==> config.mk <==
export PLATFORM = sky130hd
export DESIGN_NAME = flash_status_register_pair
export DESIGN_NICKNAME = d
export VERILOG_FILES = /design/src/rtl/flash_status_pkg.sv /design/src/rtl/pin_sync.sv /design/src/rtl/flash_status_register_pair.sv
export SDC_FILE = /design/constraint.sdc
export NUM_CORES = 1
export LEC_CHECK = 0
export BUFFER_PORTS_ARGS = -buffer_cell sky130_fd_sc_hd__buf_4
export CAP_MARGIN = 20
export CORE_MARGIN = 1
export CORE_UTILIZATION = 51
export CTS_CLUSTER_SIZE = 24
export DETAILED_ROUTE_END_ITERATION = 6
export PLACE_DENSITY = 0.82
export SLEW_MARGIN = 20
export SYNTH_ARGS = -nofsm -noshare
export SYNTH_HDL_FRONTEND = slang
export SYNTH_HIERARCHICAL = 1
export SYNTH_SLANG_ARGS = --single-unit
==> constraint.sdc <==
create_clock -name clk -period 2 [get_ports clk]
set_input_delay 0.1 -clock clk [delete_from_list [all_inputs] [get_ports clk]]
set_output_delay 0.1 -clock clk [all_outputs]
set_load 0.05 [all_outputs]
==> src/rtl/flash_status_pkg.sv <==
// Operation
// - second byte bit 7 is ready: 0 busy, 1 ready.
// - second byte bits 6 and 4 are spare and always read 0.
// - second byte bit 5 is program error: 0 success, 1 error.
// - program error set when any byte fails to erase or program.
// - program error stays clear when an erase or program aborts.
// - program error refreshed at the end of every erase and program.
// - second byte bit 3 is 1 while sector lockdown is still allowed.
// - bit 2 shows buffer 2 program held; buffer 2 writes ignored meanwhile.
// - bit 1 shows buffer 1 program held; buffer 1 writes ignored meanwhile.
// - bit 0 is 1 while any erase is suspended.
// - compare-mismatch holds latest page-to-buffer compare result, 1 on any difference.
// - capacity field is a fixed four-bit code, unlike the identification density.
// - protection flag set when enabled by software or hardware method.
// - page-size flag tells 256-byte or 264-byte buffers and pages.
// - host selects chip, sends opcode D7h, device then shifts status out.
// - after byte two, restart at byte one with live values while selected.
// - deselect ends the read at any bit and floats the output.
// - byte one: ready 7, mismatch 6, capacity 5:2, protect 1, page size 0.
package flash_status_pkg;

  // =========================================================
  // command
  localparam logic [7:0] OPCODE_STATUS_READ = 8'hD7;
  localparam int         BYTE_BITS          = 8;
  localparam logic [2:0] LAST_BIT           = 3'h7;

  // =========================================================
  // first byte layout
  localparam int B1_READY    = 7;
  localparam int B1_MISMATCH = 6;
  localparam int B1_CAP_HI   = 5;
  localparam int B1_CAP_LO   = 2;
  localparam int B1_PROTECT  = 1;
  localparam int B1_PAGE     = 0;

  // =========================================================
  // second byte layout
  localparam int B2_READY    = 7;
  localparam int B2_SPARE_HI = 6;
  localparam int B2_PROG_ERR = 5;
  localparam int B2_SPARE_LO = 4;
  localparam int B2_LOCKDOWN = 3;
  localparam int B2_BUF2     = 2;
  localparam int B2_BUF1     = 1;
  localparam int B2_ERASE    = 0;

  // =========================================================
  // reset values
  localparam logic RST_LOCKDOWN = 1'b1;
  localparam logic RST_FLAG     = 1'b0;
  localparam logic SPARE_VALUE  = 1'b0;

  // =========================================================
  // link sequencer states
  typedef enum logic [1:0] {
    ST_IDLE   = 2'b00,
    ST_OPCODE = 2'b01,
    ST_STATUS = 2'b10,
    ST_OTHER  = 2'b11
  } link_state_e;

endpackage

==> src/rtl/pin_sync.sv <==
`timescale 1ns/1ps
module pin_sync #(
  parameter int WIDTH = 3
) (
  // clock and reset
  input  wire logic             clk,
  input  wire logic             srst,
  // raw pins
  input  wire logic [WIDTH-1:0] pin_in,
  // synchronised view
  output logic      [WIDTH-1:0] level,
  output logic      [WIDTH-1:0] rise,
  output logic      [WIDTH-1:0] fall
);

  logic [WIDTH-1:0] meta_reg;
  logic [WIDTH-1:0] sync_reg;
  logic [WIDTH-1:0] prev_reg;

  // refused at elaboration: an empty pin group has nothing to synchronise
  if (WIDTH < 1)
  begin : g_width_check
    $error("pin_sync needs at least one pin");
  end

  // =========================================================
  // three flops; the first one is read by the second only
  always_ff @(posedge clk)
  begin
    if (srst)
    begin
      meta_reg <= '1;
      sync_reg <= '1;
      prev_reg <= '1;
    end
    else
    begin
      meta_reg <= pin_in;
      sync_reg <= meta_reg;
      prev_reg <= sync_reg;
    end
  end

  assign level = sync_reg;
  assign rise  = sync_reg & ~prev_reg;
  assign fall  = ~sync_reg & prev_reg;

endmodule // pin_sync

==> src/rtl/flash_status_register_pair.sv <==
`timescale 1ns/1ps
module flash_status_register_pair #(
  // arbitrary neutral value, not any real part's code
  parameter logic [3:0] CAPACITY_CODE = 4'hA
) (
  // clock and reset
  input  wire logic       clk,
  input  wire logic       srst,
  // serial pins
  input  wire logic       cs_n,
  input  wire logic       sck,
  input  wire logic       si,
  output logic            so_out,
  output logic            so_oe_n,
  // core operation state
  input  wire logic       busy,
  input  wire logic       cmp_done,
  input  wire logic       cmp_mismatch,
  input  wire logic       protect_sw,
  input  wire logic       protect_hw,
  input  wire logic       page_256,
  // erase and program completion
  input  wire logic       op_done,
  input  wire logic       op_fail,
  input  wire logic       op_abort,
  // lockdown
  input  wire logic       lockdown_disable,
  // suspend events
  input  wire logic       buf1_suspend,
  input  wire logic       buf1_resume,
  input  wire logic       buf2_suspend,
  input  wire logic       buf2_resume,
  input  wire logic       erase_suspend,
  input  wire logic       erase_resume,
  // buffer modify gating
  input  wire logic       buf1_mod_req,
  input  wire logic       buf2_mod_req,
  output logic            buf1_mod_ok,
  output logic            buf2_mod_ok,
  // parallel status views
  output logic      [7:0] status_first_byte,
  output logic      [7:0] status_second_byte,
  output logic            status_read_active
);

  // =========================================================
  // flags
  logic ready_reg;
  logic mismatch_reg;
  logic protect_reg;
  logic page_reg;
  logic program_error_reg;
  logic lockdown_allowed_reg;
  logic buf1_prog_held_reg;
  logic buf2_prog_held_reg;
  logic erase_on_hold_reg;

  // =========================================================
  // link
  logic [2:0]                        pin_level;
  logic [2:0]                        pin_rise;
  logic [2:0]                        pin_fall;
  flash_status_pkg::link_state_e     state_reg;
  flash_status_pkg::link_state_e     state_next;
  logic [7:0]                        rx_reg;
  logic [7:0]                        tx_reg;
  logic [2:0]                        rx_cnt_reg;
  logic [2:0]                        tx_cnt_reg;
  logic                              byte_sel_reg;
  logic                              sel;
  logic                              sck_rise;
  logic                              sck_fall;
  logic                              si_s;
  logic [7:0]                        rx_full;
  logic [7:0]                        load_byte;

  function automatic logic [7:0] first_byte(input logic rdy, input logic mis,
                                            input logic prot, input logic pg);
    logic [7:0] b;
    b = 8'h00;
    b[flash_status_pkg::B1_READY]    = rdy;
    b[flash_status_pkg::B1_MISMATCH] = mis;
    b[flash_status_pkg::B1_CAP_HI:flash_status_pkg::B1_CAP_LO] = CAPACITY_CODE;
    b[flash_status_pkg::B1_PROTECT]  = prot;
    b[flash_status_pkg::B1_PAGE]     = pg;
    return b;
  endfunction

  function automatic logic [7:0] second_byte(input logic rdy, input logic err,
                                             input logic lck, input logic h2,
                                             input logic h1, input logic er);
    logic [7:0] b;
    b = 8'h00;
    b[flash_status_pkg::B2_READY]    = rdy;
    b[flash_status_pkg::B2_SPARE_HI] = flash_status_pkg::SPARE_VALUE;
    b[flash_status_pkg::B2_PROG_ERR] = err;
    b[flash_status_pkg::B2_SPARE_LO] = flash_status_pkg::SPARE_VALUE;
    b[flash_status_pkg::B2_LOCKDOWN] = lck;
    b[flash_status_pkg::B2_BUF2]     = h2;
    b[flash_status_pkg::B2_BUF1]     = h1;
    b[flash_status_pkg::B2_ERASE]    = er;
    return b;
  endfunction

  // =========================================================
  // pin synchroniser: cs_n, sck, si
  pin_sync #(
    .WIDTH (3)
  ) u_pin_sync (
    .clk    (clk),
    .srst   (srst),
    .pin_in ({cs_n, sck, si}),
    .level  (pin_level),
    .rise   (pin_rise),
    .fall   (pin_fall)
  );

  assign sel      = ~pin_level[2];
  assign sck_rise = pin_rise[1];
  assign sck_fall = pin_fall[1];
  assign si_s     = pin_level[0];
  assign rx_full  = {rx_reg[6:0], si_s};

  // =========================================================
  // core flags
  always_ff @(posedge clk)
  begin
    if (srst)
    begin
      ready_reg    <= flash_status_pkg::RST_FLAG;
      protect_reg  <= flash_status_pkg::RST_FLAG;
      page_reg     <= flash_status_pkg::RST_FLAG;
    end
    else
    begin
      ready_reg    <= ~busy;
      protect_reg  <= protect_sw | protect_hw;
      page_reg     <= page_256;
    end
  end

  always_ff @(posedge clk)
  begin
    if (srst)
      mismatch_reg <= flash_status_pkg::RST_FLAG;
    else if (cmp_done)
      mismatch_reg <= cmp_mismatch;
  end

  // an abort reports no error even if the core also flags a failure
  always_ff @(posedge clk)
  begin
    if (srst)
      program_error_reg <= flash_status_pkg::RST_FLAG;
    else if (op_done)
      program_error_reg <= op_fail & ~op_abort;
  end

  // lockdown disable is one-way until reset
  always_ff @(posedge clk)
  begin
    if (srst)
      lockdown_allowed_reg <= flash_status_pkg::RST_LOCKDOWN;
    else if (lockdown_disable)
      lockdown_allowed_reg <= 1'b0;
  end

  // suspend wins over a resume in the same cycle
  always_ff @(posedge clk)
  begin
    if (srst)
    begin
      buf1_prog_held_reg <= flash_status_pkg::RST_FLAG;
      buf2_prog_held_reg <= flash_status_pkg::RST_FLAG;
      erase_on_hold_reg  <= flash_status_pkg::RST_FLAG;
    end
    else
    begin
      if (buf1_suspend)
        buf1_prog_held_reg <= 1'b1;
      else if (buf1_resume)
        buf1_prog_held_reg <= 1'b0;
      if (buf2_suspend)
        buf2_prog_held_reg <= 1'b1;
      else if (buf2_resume)
        buf2_prog_held_reg <= 1'b0;
      if (erase_suspend)
        erase_on_hold_reg <= 1'b1;
      else if (erase_resume)
        erase_on_hold_reg <= 1'b0;
    end
  end

  always_ff @(posedge clk)
  begin
    if (srst)
    begin
      buf1_mod_ok <= 1'b0;
      buf2_mod_ok <= 1'b0;
    end
    else
    begin
      buf1_mod_ok <= buf1_mod_req & ~buf1_prog_held_reg;
      buf2_mod_ok <= buf2_mod_req & ~buf2_prog_held_reg;
    end
  end

  // =========================================================
  // parallel views
  always_ff @(posedge clk)
  begin
    if (srst)
    begin
      status_first_byte  <= 8'h00;
      status_second_byte <= 8'h00;
    end
    else
    begin
      status_first_byte  <= first_byte(ready_reg, mismatch_reg,
                                       protect_reg, page_reg);
      status_second_byte <= second_byte(ready_reg, program_error_reg,
                                        lockdown_allowed_reg, buf2_prog_held_reg,
                                        buf1_prog_held_reg, erase_on_hold_reg);
    end
  end

  // =========================================================
  // link sequencer
  always_comb
  begin
    state_next = state_reg;
    unique case (state_reg)
      flash_status_pkg::ST_IDLE:
        if (sel)
          state_next = flash_status_pkg::ST_OPCODE;
      flash_status_pkg::ST_OPCODE:
        if (!sel)
          state_next = flash_status_pkg::ST_IDLE;
        else if (sck_rise && rx_cnt_reg == flash_status_pkg::LAST_BIT)
          state_next = (rx_full == flash_status_pkg::OPCODE_STATUS_READ) ?
                       flash_status_pkg::ST_STATUS :
                       flash_status_pkg::ST_OTHER;
      flash_status_pkg::ST_STATUS,
      flash_status_pkg::ST_OTHER:
        if (!sel)
          state_next = flash_status_pkg::ST_IDLE;
    endcase
  end

  always_ff @(posedge clk)
  begin
    if (srst)
      state_reg <= flash_status_pkg::ST_IDLE;
    else
      state_reg <= state_next;
  end

  // opcode shift-in on rising sck, modes 0 and 3 alike
  always_ff @(posedge clk)
  begin
    if (srst || state_reg != flash_status_pkg::ST_OPCODE)
    begin
      rx_reg     <= 8'h00;
      rx_cnt_reg <= 3'h0;
    end
    else if (sck_rise)
    begin
      rx_reg     <= rx_full;
      rx_cnt_reg <= rx_cnt_reg + 3'h1;
    end
  end

  // each byte is captured live at its first bit, so ready is fresh per byte
  assign load_byte = byte_sel_reg ?
                     second_byte(ready_reg, program_error_reg, lockdown_allowed_reg,
                                 buf2_prog_held_reg, buf1_prog_held_reg,
                                 erase_on_hold_reg) :
                     first_byte(ready_reg, mismatch_reg, protect_reg, page_reg);

  always_ff @(posedge clk)
  begin
    if (srst || state_reg != flash_status_pkg::ST_STATUS || !sel)
    begin
      tx_reg       <= 8'h00;
      tx_cnt_reg   <= 3'h0;
      byte_sel_reg <= 1'b0;
      so_out       <= 1'b0;
      so_oe_n      <= 1'b1;
    end
    else if (sck_fall)
    begin
      so_oe_n    <= 1'b0;
      tx_cnt_reg <= tx_cnt_reg + 3'h1;
      if (tx_cnt_reg == 3'h0)
      begin
        so_out <= load_byte[7];
        tx_reg <= {load_byte[6:0], 1'b0};
      end
      else
      begin
        so_out <= tx_reg[7];
        tx_reg <= {tx_reg[6:0], 1'b0};
      end
      if (tx_cnt_reg == flash_status_pkg::LAST_BIT)
        byte_sel_reg <= ~byte_sel_reg;
    end
  end

  always_ff @(posedge clk)
  begin
    if (srst)
      status_read_active <= 1'b0;
    else
      status_read_active <= (state_next == flash_status_pkg::ST_STATUS);
  end

endmodule // flash_status_register_pair

==> flow_metrics.env <==
export IMPL_num_vias=1408
export IMPL_startpoint_type="flop"
export IMPL_fp_dieArea_mm2=0.00408
export IMPL_clk_pin_slew_ns=0.08
export IMPL_crit_path_max_fanout=10
export IMPL_avgSynthCellArea_um2=10.0
export IMPL_hold_violations=0
export IMPL_place_gp_congestion=0.711
export IMPL_cp_end_kind="flop"
export IMPL_io_pins=44
export IMPL_dieHeight_um=63.8
export IMPL_grt_pass1_vias=1322
export IMPL_critPathLaunch="tx_cnt_reg[0]$_SDFFE_PP0P_"
export IMPL_layout_nets=267
export IMPL_ctsResizeCount=0
export IMPL_critical_path_arrival_ns=1.72
export IMPL_r2r_end="tx_reg[4]$_SDFFE_PP0P_"
export IMPL_area_growth_pct=23.2
export IMPL_p_leak_nw=0.969
export IMPL_status="finished, final reports clean"
export IMPL_clockBufferDepth=2
export IMPL_whs_path_depth=3
export IMPL_wl_met3_um=277
export IMPL_viasPerCell=4.89
export IMPL_drc_errors=0
export IMPL_regToRegSetupSlack_ns=0.50
export IMPL_nFillCells=301
export IMPL_max_freq_mhz=669
export IMPL_hold_path_endpoint="buf1_prog_held_reg$_SDFFE_PP0P_"
export IMPL_drt_met1_wl_mm=1.47
export IMPL_drive_above_1_share=0.217
export IMPL_syn_instance_count=195
export IMPL_rsz0062_at_grt="false"
export IMPL_ir_drop_uv=564
export IMPL_seqCellArea_mm2=0.00108
export IMPL_row_count=22
export IMPL_maxCapViolations=0
export IMPL_setup_violations=0
export IMPL_hp_start="buf1_suspend"
export IMPL_numCtsBuffers=5
export IMPL_root_buffer="clkbuf_8"
export IMPL_dp_hpwl_mm=2.40
export IMPL_syn_area_mm2=0.00195
export IMPL_period_share=0.748
export IMPL_top_layer="met4"
export IMPL_worst_skew_pair_late_latency_ns=0.30
export IMPL_ant_nets=0
export IMPL_initial_core_util=0.533
export IMPL_totalWireLength_mm=3.42
export IMPL_grt_ovfl_total=0
export IMPL_cts_htree_levels=2
export IMPL_avgRoutedWirePerCell_um=11.9
export IMPL_dr_pass1_iters=4
export IMPL_grt_pass1_wl_mm=5.74
export IMPL_cts_tree="built"
export IMPL_slew_viol_final=0
export IMPL_route_met2_wl_mm=1.61
export IMPL_tns_ns=0
export IMPL_post_route_util=0.657
export IMPL_clkSinkCount=54
export IMPL_portBuffers=39
export IMPL_n_antenna_cell=0
export IMPL_crit_type="reg -> reg"
export IMPL_coreArea_mm2=0.00366
export IMPL_die_w_um=63.8
export IMPL_reg2reg_from="tx_cnt_reg[0]$_SDFFE_PP0P_"
export IMPL_drt_initial_drc_count=39
export IMPL_min_period_ns=1.50
export IMPL_min_path_type="in -> reg"
export IMPL_multi_input_comb_area_um2=763
export IMPL_cp_required_ns=2.23
export IMPL_power_per_cell_area_mw_per_mm2=791
export IMPL_grt_usage=0.186
export IMPL_rr_worst_depth=6
export IMPL_grt_max_degree=31
export IMPL_yosys_warnings=6
export IMPL_grt_antenna_before_repair=0
export IMPL_finClkSkew_ns=0.00895
[per-layer routing]
metal | track usage | up-vias
met5 | 0 | -
met4 | 0.0739 | 0
met3 | 0.0821 | 6
met2 | 0.315 | 49
met1 | 0.200 | 638
li1 | - | 715
[timing repair]
action,4_1_cts,5_1_grt
endpoints found under the hold margin,6,0
hold buffers,7,0
setup buffers,0,0
[critical path, cell delays in order, from the launching register on]
cell and delay [ns]:
dfxtp_1 0.34, inv_1 0.06, ha_1 0.14, nor2b_2 0.38, nor2_2 0.05, a311o_1 0.33, a21oi_2 0.13
[stage by stage]
stage	instances	total power, mW	worst slack, ns	hold WS [ns]	cell area [um2]
after floorplan	198	1.26	0.623	0.167	1960
after global placement	273	1.31	0.575	0.260	2240
after detailed placement	273	1.32	0.503	0.254	2240
after CTS	288	1.91	0.487	0.00174	2400
after global routing	288	1.99	0.378	0.00228	2400
final	288	1.90	0.505	0.00831	2400
[how the worst max path moves through the flow]
stage | depth (start not counted) | endpoint | slack [ns]
after floorplan | 6 | tx_reg[4]$_SDFFE_PP0P_ | 0.62
after global placement | 6 | tx_reg[4]$_SDFFE_PP0P_ | 0.58
after detailed placement | 6 | tx_reg[4]$_SDFFE_PP0P_ | 0.50
after CTS | 6 | tx_reg[4]$_SDFFE_PP0P_ | 0.49
after global routing | 6 | tx_reg[4]$_SDFFE_PP0P_ | 0.38
final | 6 | tx_reg[4]$_SDFFE_PP0P_ | 0.50
[placed cells by master (no fill, tap or decap), types with 2 or more instances in the layout]
master	instances
a21oi_1	9
a311oi_1	3
buf_4	41
clkbuf_8	6
conb_1	4
dfxtp_1	54
dlygate4sd3_1	7
ha_1	5
inv_1	8
mux2i_1	12
nand2_1	13
nand2b_1	4
nand3_1	3
nand3b_1	3
nand4b_1	2
nor2_1	25
nor2b_1	12
nor3b_1	2
nor4_1	2
o211ai_1	2
or2_1	7
xnor2_1	2
[power by group]
group / leakage (nW) / internal [mW] / switching, mW / total [mW]
sequential: 0.441 / 1.10 / 0.0135 / 1.12
combinational: 0.479 / 0.0767 / 0.107 / 0.184
clock: 0.0482 / 0.280 / 0.321 / 0.600
total: 0.969 / 1.46 / 0.441 / 1.90
[final cells by class]
cell class              instances  area share
clock buffers                   7      0.0359
clock inverters                 1     0.00208
inverters                       8      0.0125
multi-input cells             122       0.318
flip-flops and latches         54       0.450
well taps                      48      0.0250
repair buffers                 48       0.157
No activity file was read; power rests on OpenSTA's default activity.
